<file path="config.mk">
export PLATFORM = sky130hd
export DESIGN_NAME = irq_latch_and_bias_config_regs
export DESIGN_NICKNAME = d
export VERILOG_FILES = /design/src/design/event_config_pkg.sv /design/src/design/two_wire_slave.sv /design/src/design/irq_latch_and_bias_config_regs.sv
export SDC_FILE = /design/constraint.sdc
export NUM_CORES = 1
export LEC_CHECK = 0
export ABC_AREA = 1
export BUFFER_PORTS_ARGS = -buffer_cell sky130_fd_sc_hd__buf_2
export CAP_MARGIN = 20
export CORE_UTILIZATION = 41
export DETAILED_ROUTE_END_ITERATION = 8
export PLACE_DENSITY = 0.64
export SKIP_LAST_GASP = 1
export SYNTH_ARGS = -nofsm -noshare
export SYNTH_HDL_FRONTEND = slang
export SYNTH_HIERARCHICAL = 1
export SYNTH_SLANG_ARGS = --single-unit
</file>
<file path="constraint.sdc">
create_clock -name clk -period 2 [get_ports clk]
set_clock_uncertainty 0.2 [all_clocks]
set_input_delay 0.1 -clock clk [delete_from_list [all_inputs] [get_ports clk]]
set_output_delay 0.1 -clock clk [all_outputs]
set_load 0.02 [all_outputs]
</file>
<file path="src/design/event_config_pkg.sv">
/*
 Constants shared by the control-register slice: register offsets, field
 positions, reset values and the encodings of the configuration codes.
 Assumes an 8-bit register space reached over a two-wire control bus.
*/
package event_config_pkg;

   // ==========================================================
   // Register offsets
   localparam logic [7:0] interrupt_config_offset = 8'h32;
   localparam logic [7:0] event_mask_offset = 8'h33;
   localparam logic [7:0] latched_event_flags_offset = 8'h36;
   localparam logic [7:0] cm_tolerance_offset = 8'h3A;
   localparam logic [7:0] bias_fullscale_offset = 8'h3B;

   // ==========================================================
   // Reset values
   localparam logic [7:0] latched_event_flags_reset = 8'h00;
   localparam logic [7:0] event_mask_reset = 8'hFF;
   localparam logic [7:0] cm_tolerance_reset = 8'h00;
   localparam logic [7:0] bias_fullscale_reset = 8'h00;
   localparam logic readback_select_reset = 1'b0;

   // ==========================================================
   // Event flag bit positions
   localparam int clock_error_bit = 7;
   localparam int pll_lock_bit = 6;
   localparam int mix_saturation_bit = 5;
   localparam int vad_power_up_bit = 4;
   localparam int vad_power_down_bit = 3;
   // Bits 7..3 carry events, 2..0 read zero
   localparam logic [7:0] event_bits = 8'hF8;

   // ==========================================================
   // Field positions
   localparam int readback_select_bit = 2;
   localparam int first_cm_tol_lsb = 6;
   localparam int second_cm_tol_lsb = 4;
   localparam int mic_bias_lsb = 4;
   localparam int full_scale_lsb = 0;
   localparam logic [7:0] cm_tolerance_writable = 8'hF0;
   localparam logic [7:0] bias_fullscale_writable = 8'h73;

   // ==========================================================
   // Codes
   localparam logic [1:0] cm_tol_narrow = 2'h0;
   localparam logic [1:0] cm_tol_one_volt = 2'h1;
   localparam logic [1:0] cm_tol_rail_to_rail = 2'h2;
   localparam logic [2:0] bias_from_reference = 3'h0;
   localparam logic [2:0] bias_from_reference_boost = 3'h1;
   localparam logic [2:0] bias_from_first_negative = 3'h2;
   localparam logic [2:0] bias_from_second_negative = 3'h3;
   localparam logic [2:0] bias_from_negative_average = 3'h4;
   localparam logic [2:0] bias_from_crude_common_mode = 3'h5;
   localparam logic [2:0] bias_from_analog_supply = 3'h6;
   localparam logic [2:0] bias_pin_as_input = 3'h7;
   localparam logic [1:0] full_scale_2v75 = 2'h0;
   localparam logic [1:0] full_scale_2v5 = 2'h1;
   localparam logic [1:0] full_scale_1v375 = 2'h2;

   // ==========================================================
   // Control bus
   // Arbitrary neutral bus address
   localparam logic [6:0] default_bus_address = 7'h4E;
   localparam logic [2:0] last_bit_index = 3'h7;

endpackage

</file>
<file path="src/design/two_wire_slave.sv">
/*
 Byte-level slave of the two-wire control bus: start and stop detection,
 address match, acknowledge, byte shift in and out, auto-increment hints.
 Assumes scl and sda_in are already synchronous to clk and that the bus
 runs well below a quarter of the clock rate.
*/
`timescale 1ns/100ps
module two_wire_slave
   import event_config_pkg::*;
#(
   parameter logic [6:0] bus_address = default_bus_address
) (
   input wire logic clk,
   input wire logic reset_n,
   input wire logic scl,
   input wire logic sda_in,
   output logic sda_out,
   output logic sda_oe,
   input wire logic [7:0] read_data,
   output logic write_strobe,
   output logic write_is_pointer,
   output logic [7:0] write_data,
   output logic read_taken,
   output logic [7:0] read_taken_data
);

   typedef enum {
      st_idle, st_addr, st_addr_match, st_addr_ack, st_write, st_write_done,
      st_write_ack, st_read, st_read_ack, st_read_next
   } bus_state_t;

   bus_state_t state, next_state;
   logic scl_prev, sda_prev, next_scl_prev, next_sda_prev;
   logic [2:0] bit_count, next_bit_count;
   logic [7:0] shift, next_shift;
   logic first_byte, next_first_byte;
   logic next_sda_oe, next_write_strobe, next_write_is_pointer;
   logic [7:0] next_write_data, next_read_taken_data;
   logic next_read_taken;
   logic start_seen, stop_seen, scl_rise, scl_fall;

   // ==========================================================
   // Bus sequencing
   always_comb begin
      start_seen = scl && scl_prev && sda_prev && !sda_in;
      stop_seen = scl && scl_prev && !sda_prev && sda_in;
      scl_rise = scl && !scl_prev;
      scl_fall = !scl && scl_prev;
      next_scl_prev = scl;
      next_sda_prev = sda_in;
      next_state = state;
      next_bit_count = bit_count;
      next_shift = shift;
      next_first_byte = first_byte;
      next_sda_oe = sda_oe;
      next_write_strobe = 1'b0;
      next_write_is_pointer = write_is_pointer;
      next_write_data = write_data;
      next_read_taken = 1'b0;
      next_read_taken_data = read_taken_data;
      if (start_seen) begin
         // Repeated start also lands here
         next_state = st_addr;
         next_bit_count = 3'h0;
         next_sda_oe = 1'b0;
      end else if (stop_seen) begin
         next_state = st_idle;
         next_sda_oe = 1'b0;
      end else begin
         case (state)
            st_idle: begin
               next_sda_oe = 1'b0;
            end
            st_addr, st_write: begin
               if (scl_rise) begin
                  next_shift = {shift[6:0], sda_in};
                  next_bit_count = bit_count + 3'h1;
                  if (bit_count == last_bit_index) begin
                     next_state = (state == st_addr) ? st_addr_match
                                                     : st_write_done;
                  end
               end
            end
            st_addr_match: begin
               if (scl_fall) begin
                  if (shift[7:1] == bus_address) begin
                     next_sda_oe = 1'b1;
                     next_state = st_addr_ack;
                  end else begin
                     next_state = st_idle;
                  end
               end
            end
            st_addr_ack: begin
               if (scl_fall) begin
                  next_bit_count = 3'h0;
                  if (shift[0]) begin
                     next_shift = read_data;
                     next_sda_oe = !read_data[7];
                     next_read_taken = 1'b1;
                     next_read_taken_data = read_data;
                     next_state = st_read;
                  end else begin
                     next_sda_oe = 1'b0;
                     next_first_byte = 1'b1;
                     next_state = st_write;
                  end
               end
            end
            st_write_done: begin
               if (scl_fall) begin
                  next_sda_oe = 1'b1;
                  next_write_strobe = 1'b1;
                  next_write_is_pointer = first_byte;
                  next_write_data = shift;
                  next_first_byte = 1'b0;
                  next_state = st_write_ack;
               end
            end
            st_write_ack: begin
               if (scl_fall) begin
                  next_sda_oe = 1'b0;
                  next_bit_count = 3'h0;
                  next_state = st_write;
               end
            end
            st_read: begin
               if (scl_fall) begin
                  if (bit_count == last_bit_index) begin
                     // Release for the master's acknowledge
                     next_sda_oe = 1'b0;
                     next_state = st_read_ack;
                  end else begin
                     next_shift = {shift[6:0], 1'b0};
                     next_sda_oe = !shift[6];
                     next_bit_count = bit_count + 3'h1;
                  end
               end
            end
            st_read_ack: begin
               if (scl_rise) begin
                  next_state = sda_in ? st_idle : st_read_next;
               end
            end
            st_read_next: begin
               if (scl_fall) begin
                  next_bit_count = 3'h0;
                  next_shift = read_data;
                  next_sda_oe = !read_data[7];
                  next_read_taken = 1'b1;
                  next_read_taken_data = read_data;
                  next_state = st_read;
               end
            end
            default: begin
               next_state = st_idle;
            end
         endcase
      end
   end

   always_ff @(posedge clk or negedge reset_n) begin
      if (!reset_n) begin
         state <= st_idle;
         scl_prev <= 1'b1;
         sda_prev <= 1'b1;
         bit_count <= 3'h0;
         shift <= 8'h00;
         first_byte <= 1'b0;
         sda_oe <= 1'b0;
         sda_out <= 1'b0;
         write_strobe <= 1'b0;
         write_is_pointer <= 1'b0;
         write_data <= 8'h00;
         read_taken <= 1'b0;
         read_taken_data <= 8'h00;
      end else begin
         state <= next_state;
         scl_prev <= next_scl_prev;
         sda_prev <= next_sda_prev;
         bit_count <= next_bit_count;
         shift <= next_shift;
         first_byte <= next_first_byte;
         sda_oe <= next_sda_oe;
         // Open drain: the pin is only ever pulled low
         sda_out <= 1'b0;
         write_strobe <= next_write_strobe;
         write_is_pointer <= next_write_is_pointer;
         write_data <= next_write_data;
         read_taken <= next_read_taken;
         read_taken_data <= next_read_taken_data;
      end
   end

endmodule

</file>
<file path="src/design/irq_latch_and_bias_config_regs.sv">
/*
 Latched event flags, event masks, readback selection and the input
 common-mode, microphone bias and full-scale configuration registers,
 reached over the two-wire control bus.
 Assumes event inputs are synchronous to clk, level or pulse.
*/
// Operation
// Clock error on serial port sets bit 7
// PLL lock event sets bit 6
// Mixing saturation alert sets bit 5
// Voice detector power-up sets bit 4
// Voice detector power-down sets bit 3
// Flags read one when latched, self-clearing
// Flag register at 0x36, read-only, resets zero
// Two-bit tolerance fields per channel, bits 7-4
// Host uses rail-to-rail only with high impedance
// Bias field bits 6-4 selects bias source
// Bias code 7 frees pin as input
// Full-scale field bits 1-0 sets reference
// Host picks full scale by supply minimum
// Host never writes reserved code three
// Reserved bits read zero, written reset value
// Config registers at 0x3A, 0x3B reset zero
// Readback bit selects all or unmasked events
// Per-event mask bits, default masked
// Reading flags clears them unless still signalled
`timescale 1ns/100ps
module irq_latch_and_bias_config_regs
   import event_config_pkg::*;
#(
   parameter logic [6:0] bus_address = default_bus_address
) (
   input wire logic clk,
   input wire logic reset_n,
   input wire logic scl,
   input wire logic sda_in,
   output logic sda_out,
   output logic sda_oe,
   input wire logic serial_clock_error,
   input wire logic pll_lock_event,
   input wire logic mix_saturation_alert,
   input wire logic vad_power_up_detect,
   input wire logic vad_power_down_detect,
   output logic [7:0] latched_event_flags,
   output logic [7:0] event_mask_bits,
   output logic latched_readback_select,
   output logic [1:0] first_channel_cm_tolerance,
   output logic [1:0] second_channel_cm_tolerance,
   output logic [2:0] mic_bias_select,
   output logic bias_generation_enable,
   output logic mic_pin_as_general_input,
   output logic [1:0] converter_full_scale_select
);

   logic write_strobe, write_is_pointer, read_taken;
   logic [7:0] write_data, read_taken_data, read_data;
   logic [7:0] pointer, next_pointer;
   logic [7:0] next_flags, next_mask, event_in, read_clear;
   logic next_readback_select;
   logic [1:0] next_first_tol, next_second_tol, next_full_scale;
   logic [2:0] next_bias;
   logic next_bias_enable, next_pin_as_input;

   two_wire_slave #(
      .bus_address(bus_address)
   ) bus_slave (
      .clk(clk),
      .reset_n(reset_n),
      .scl(scl),
      .sda_in(sda_in),
      .sda_out(sda_out),
      .sda_oe(sda_oe),
      .read_data(read_data),
      .write_strobe(write_strobe),
      .write_is_pointer(write_is_pointer),
      .write_data(write_data),
      .read_taken(read_taken),
      .read_taken_data(read_taken_data)
   );

   // ==========================================================
   // Readback
   function automatic logic [7:0] register_value(input logic [7:0] offset);
      logic [7:0] shown;
      shown = latched_event_flags;
      if (latched_readback_select) begin
         shown = shown & ~event_mask_bits;
      end
      case (offset)
         interrupt_config_offset:
            register_value = {5'h00, latched_readback_select, 2'h0};
         event_mask_offset:
            register_value = event_mask_bits;
         latched_event_flags_offset:
            register_value = shown & event_bits;
         cm_tolerance_offset:
            register_value = {first_channel_cm_tolerance,
                              second_channel_cm_tolerance, 4'h0};
         bias_fullscale_offset:
            register_value = {1'b0, mic_bias_select, 2'h0,
                              converter_full_scale_select};
         // Unmapped offsets read zero
         default:
            register_value = 8'h00;
      endcase
   endfunction

   // ==========================================================
   // Register next values
   always_comb begin
      read_data = register_value(pointer);
      event_in = 8'h00;
      event_in[clock_error_bit] = serial_clock_error;
      event_in[pll_lock_bit] = pll_lock_event;
      event_in[mix_saturation_bit] = mix_saturation_alert;
      event_in[vad_power_up_bit] = vad_power_up_detect;
      event_in[vad_power_down_bit] = vad_power_down_detect;
      // Only bits actually shipped are cleared, so hidden ones survive
      read_clear = 8'h00;
      if (read_taken && pointer == latched_event_flags_offset) begin
         read_clear = read_taken_data;
      end
      // An event in the clearing cycle wins over the clear
      next_flags = ((latched_event_flags & ~read_clear) | event_in)
                   & event_bits;
      next_pointer = pointer;
      next_mask = event_mask_bits;
      next_readback_select = latched_readback_select;
      next_first_tol = first_channel_cm_tolerance;
      next_second_tol = second_channel_cm_tolerance;
      next_bias = mic_bias_select;
      next_full_scale = converter_full_scale_select;
      if (write_strobe && write_is_pointer) begin
         next_pointer = write_data;
      end else if (write_strobe) begin
         next_pointer = pointer + 8'h01;
         case (pointer)
            interrupt_config_offset: begin
               next_readback_select = write_data[readback_select_bit];
            end
            event_mask_offset: begin
               next_mask = write_data;
            end
            cm_tolerance_offset: begin
               // Code 3 is stored as written; the host must avoid it
               next_first_tol = write_data[first_cm_tol_lsb +: 2];
               next_second_tol = write_data[second_cm_tol_lsb +: 2];
            end
            bias_fullscale_offset: begin
               next_bias = write_data[mic_bias_lsb +: 3];
               next_full_scale = write_data[full_scale_lsb +: 2];
            end
            // Flag register and unmapped offsets ignore writes
            default: begin
               next_pointer = pointer + 8'h01;
            end
         endcase
      end else if (read_taken) begin
         next_pointer = pointer + 8'h01;
      end
      next_pin_as_input = next_bias == bias_pin_as_input;
      next_bias_enable = !next_pin_as_input;
   end

   always_ff @(posedge clk or negedge reset_n) begin
      if (!reset_n) begin
         pointer <= 8'h00;
         latched_event_flags <= latched_event_flags_reset;
         event_mask_bits <= event_mask_reset;
         latched_readback_select <= readback_select_reset;
         first_channel_cm_tolerance <=
            cm_tolerance_reset[first_cm_tol_lsb +: 2];
         second_channel_cm_tolerance <=
            cm_tolerance_reset[second_cm_tol_lsb +: 2];
         mic_bias_select <= bias_fullscale_reset[mic_bias_lsb +: 3];
         converter_full_scale_select <=
            bias_fullscale_reset[full_scale_lsb +: 2];
         bias_generation_enable <= 1'b1;
         mic_pin_as_general_input <= 1'b0;
      end else begin
         pointer <= next_pointer;
         latched_event_flags <= next_flags;
         event_mask_bits <= next_mask;
         latched_readback_select <= next_readback_select;
         first_channel_cm_tolerance <= next_first_tol;
         second_channel_cm_tolerance <= next_second_tol;
         mic_bias_select <= next_bias;
         converter_full_scale_select <= next_full_scale;
         bias_generation_enable <= next_bias_enable;
         mic_pin_as_general_input <= next_pin_as_input;
      end
   end

endmodule

</file>
After elaboration in Yosys (flattened, before gate mapping)

Cells that the tools add are included.

$add $sub $neg: 2
Equality and inequality tests: 43
Mux-type cells: 67
Bitwise gates (word level): 8
Reductions and logical operators: 37

Operator list:

| kind                | number |
|---|---|
| $mux 32             | 12 |
| $pmux 32 s9         | 1 |
| $eq 32x3->1 const B | 4 |
| $mux 8              | 13 |
| $eq 32x2->1 const B | 3 |
| $eq 32x4->1 const B | 2 |
| $ne 4x1->1 const B  | 11 |
| $eq 8x6->1 const B  | 5 |
| $pmux 8 s5          | 1 |
| $eq 32x1->1 const B | 1 |
| $logic_not 32->1    | 1 |
| $pmux 8 s4          | 1 |
| $mux 3              | 10 |
| $mux 1              | 21 |
| $reduce_and 6->1    | 3 |
| $and 8x8->8         | 2 |
| $not 8->8           | 2 |
| $pmux 8 s2          | 1 |
| $reduce_and 8->1    | 2 |
| $ne 2x1->1 const B  | 7 |
| $ne 3x1->1 const B  | 4 |
| $reduce_and 3->1    | 4 |
| $reduce_and 11->1   | 1 |
| $logic_and 1x1->1   | 9 |
| 22 further kinds    | 36 |

Bits in registers: 99
Output and inout port bits: 30
Word-level logic and storage cells: 180

Logic depth before layout (Yosys ltp)

Depth in word-level cells: 10
Gate-level depth with buffers: 12
Gate-level depth less buffers: 12

Modules after synthesis

Netlist, hierarchy kept.

By module, submodules not included:

| module                         | instances | cells an instance | area each (µm²) |
|---|---|---|---|
| two_wire_slave                 | 1         | 281               | 2100.8 |
| irq_latch_and_bias_config_regs | 1         | 233               | 1919.3 |

Least setup slack after synthesis

Ideal clock, no wire load.

Kind: flip-flop to flip-flop
Start: register bus_slave.bit_count[0]
End: register bus_slave.bit_count[0]
Library setup time: 0.118 ns
Arrival time: 1.500 ns
Required time: 1.682 ns
Path slack: 0.183 ns
Stages on the path, launching flop included: 9
Buffers on the path: 0
Clock period less this slack: 1.817 ns
Cell sequence: dfrtp_1 -> ha_1 -> ha_1 -> o21ai_0 -> nand2_4 -> nor2_2 -> nand2_1 -> nand3_1 -> nand2_1

Word-level cells in the longest chain between the ends: 6
Elaborated cells on any way between the ends: 10
Those cells by class: add/sub: 1; eq/ne: 2; mux: 6; reduce/logical: 1

Ends and longest elaborated chain:

| what                   | line                                        | source |
|---|---|---|
| from (decl)            | two_wire_slave.sv:34                        | `logic [2:0] bit_count, next_bit_count;` |
| from (signal assigned) | two_wire_slave.sv:181                       | `bit_count <= next_bit_count;` |
| $add 3x1->3            | two_wire_slave.sv:77, two_wire_slave.sv:136 |  |
| $mux 3                 | two_wire_slave.sv:129                       | `if (bit_count == last_bit_index) begin` |
| $mux 3                 | two_wire_slave.sv:128                       | `if (scl_fall) begin` |
| $pmux 3 s3             | two_wire_slave.sv:70                        | `case (state)` |
| $mux 3                 | two_wire_slave.sv:66                        | `end else if (stop_seen) begin` |
| $mux 3                 | two_wire_slave.sv:61                        | `if (start_seen) begin` |

Parallel ways exist; a longest one is shown, timed or not. The select of a mux whose other input is x is not followed.
A chain may end at the register's enable or synchronous reset.

Final worst setup path

Start: register pointer[0]
End: register bus_slave.shift[1]

Word-level cells in the longest chain between the ends: 5
Elaborated cells on any way between the ends: 10
Those cells by class: eq/ne: 5; mux: 5

Ends and longest elaborated chain:

| what                   | line                                  | source |
|---|---|---|
| from (decl)            | irq_latch_and_bias_config_regs.sv:57  | `logic [7:0] pointer, next_pointer;` |
| from (signal assigned) | irq_latch_and_bias_config_regs.sv:181 | `pointer <= next_pointer;` |
| $eq 8x6->1             | irq_latch_and_bias_config_regs.sv:89  | `case (offset)` |
| $pmux 8 s5 *           | irq_latch_and_bias_config_regs.sv:89  |  |
| named net read_data[1] | irq_latch_and_bias_config_regs.sv:56  | `logic [7:0] write_data, read_taken_data, read_data;` |
| $mux 8                 | two_wire_slave.sv:97                  | `if (shift[0]) begin` |
| $mux 8                 | two_wire_slave.sv:95                  | `if (scl_fall) begin` |
| $pmux 8 s4 *           | two_wire_slave.sv:70                  |  |
| to (signal assigned)   | two_wire_slave.sv:182                 | `shift <= next_shift;` |
| to (decl)              | two_wire_slave.sv:35                  | `logic [7:0] shift, next_shift;` |

Mark *: on every way through the listed nets, which the timed path passes. The rest lies on a longest branch. The select of a mux whose other input is x is not followed.

==> results.toml <==
[critical_path]
crit_start = "pointer[0]"
start_kind = "flop"
criticalPathCategory = "flop to flop"
r2r_start = "pointer[0]"
endpoint_kind = "flop"
cp.required_ns = 2.10
crit_fanout = 6
worstPathArrival_ns = 1.99

[layout]
fin_util_pct = 49.99
area_growth_pct = 18.22
antenna_cells = 0
drive_gt1_share_pct = 23.42
final_area_um2 = 4619
num-nets-final = 576
nFillCells = 916

[pwr]
power_leakage_nw = 2.467
p_int_mw = 2.320
power_density_nw_per_um2 = 760.3
switching_share_pct = 33.96
power_switching_mw = 1.193
ir_drop_mv = 0.3303
combPwrFrac_pct = 22.6
seqPwrFrac_pct = 45.0
pwr-share-clk_pct = 32.4

[placement]
place_area_um2 = 4293
dp_hpwl_mm = 7.367
dp_slack_ns = 0.04777
gp_routability_congestion = 0.9283
port_buffers = 34

[synth]
synth_area_um2 = 3907
synth_warnings = 6
avgSynthCellArea_um2 = 7.784
synth_cells = 502

[job]
maxCapViolCount = 0

[clocking]
clk-insertion-delay-late_ns = 0.36
cts_tree = "yes"
h-tree-depth = 3
ctsLongestPathBuffers = 2
clkSinkCount = 68
cts_inserted_buffers = 9
path_clk_slew_ns = 0.08
cts_root_buf = "clkbuf_8"

[global_route]
grt_max_degree = 69
gr-usage-met3_pct = 3.373
top_usage_layer = "met2"
grt_pass1_vias = 3467
antenna_found_initial = 0
grt_pass1_wl_mm = 16.68
overflow = 0
use_met2_pct = 36.27
grt.total_usage_pct = 21.86
gr-usage-met1_pct = 28.00

[sta]
finalCriticalPeriod_ns = 1.895
slew_violations = 0
setup-tns-final_ns = 0
worst_slack_ns = 0.1053
max_clock_freq_ghz = 0.5278
rsz0062_at_grt = "true"
setup_viol = 0
fin_crit_sh_pct = 94.73
hold_viol = 0
whs_ns = 0.08826

[hold_path]
hp-class = "primary input to async pin"

[route]
drc = 0
routedWlPerCell_um = 14.21
routed_via_density = 5.020
wirelength_mm = 9.904
vias = 3499
ant_nets = 0
drt_iter0_drc = 138
drtPass1Iterations = 5

[floorplan]
die_w_um = 99.63
core_area_um2 = 9240
fp.dieH_um = 99.63
rows = 35
start_util_pct = 42.29
io_pins = 39
die_area_um2 = 9925

[outcome]
status = "finished, final reports clean"
-- cell type report --
cell class	count	area, um2	share of cell area, %
Multi-Input combinational cell	373	1957	42.36
Sequential cell	68	1719	37.22
Timing Repair Buffer	56	380.4	8.234
Inverter	55	210.2	4.550
Tap cell	129	161.4	3.494
Clock buffer	9	123.9	2.681
Clock inverter	7	67.56	1.463
-- registers in the layout (all words and copies together) (netlist names), 3 cells and up --
register,flops
event_mask_bits,8
bus_slave/bit_count,3
latched_event_flags,5
mic_bias_select,3
bus_slave/shift,8
bus_slave/state,4
bus_slave/read_taken_data,5
bus_slave/write_data,8
pointer,8
-- placed cells by master (no fill, tap or decap), types with 9 or more instances in the layout --
| cell type | count |
|---|---|
| clkbuf_8 | 9 |
| buf_2 | 34 |
| buf_4 | 12 |
| nand3_1 | 47 |
| nor2_1 | 33 |
| nand2_1 | 170 |
| nand4_1 | 14 |
| nand2_2 | 10 |
| o21ai_0 | 26 |
| dfrtp_1 | 54 |
| dfstp_2 | 11 |
| inv_1 | 46 |
| a21oi_1 | 12 |
-- worst paths after layout --
check                                endpoint  slack, ns  cells past startpoint
min in group clk           bus_slave/sda_prev       0.22                      2
hold / removal                     pointer[6]       0.09                      3
hold reg to reg            bus_slave/shift[7]       0.29                      2
setup / recovery           bus_slave/shift[1]       0.11                      9
max in group asynchronous  event_mask_bits[3]       1.14                      3
setup reg to reg           bus_slave/shift[1]       0.11                      9
-- through the flow --
step | total power [mW] | instances
floorplan | 2.160 | 504
global placement | 2.365 | 671
detailed placement | 2.366 | 671
CTS | 3.526 | 695
global route | 3.727 | 697
finish | 3.512 | 697
-- layer usage --
| metal | up-vias | routed length, um |
|---|---|---|
| met5 | - | 0 |
| met3 | 23 | 280 |
| met1 | 1666 | 4531 |
| met2 | 77 | 4786 |
| li1 | 1733 | - |
| met4 | 0 | 305 |
-- worst max-delay path: stages (launching register included) --
cell,delay (ns)
dfrtp_1,0.41
ha_1,0.21
inv_1,0.09
nor2_4,0.18
nand2_4,0.11
o21ai_0,0.26
a21oi_1,0.07
nor2_1,0.11
nand4_1,0.11
nand2_1,0.08
-- timing repair --
action / CTS / global route
hold buffers: 8 / 0
buffers inserted: 0 / 2
hold endpoints to repair: 75 / 0
setup endpoints to repair: 0 / 20
gates resized for setup: 0 / 12
-- power groups by stage --
stage	registers, mW	clock network, mW	logic (mW)
after floorplan	1.57	0	0.587
after global placement	1.60	0	0.762
after detailed placement	1.60	0	0.762
after CTS	1.58	1.17	0.776
after global routing	1.59	1.23	0.904
final	1.58	1.14	0.794
Power figures use the tool's default switching activity.
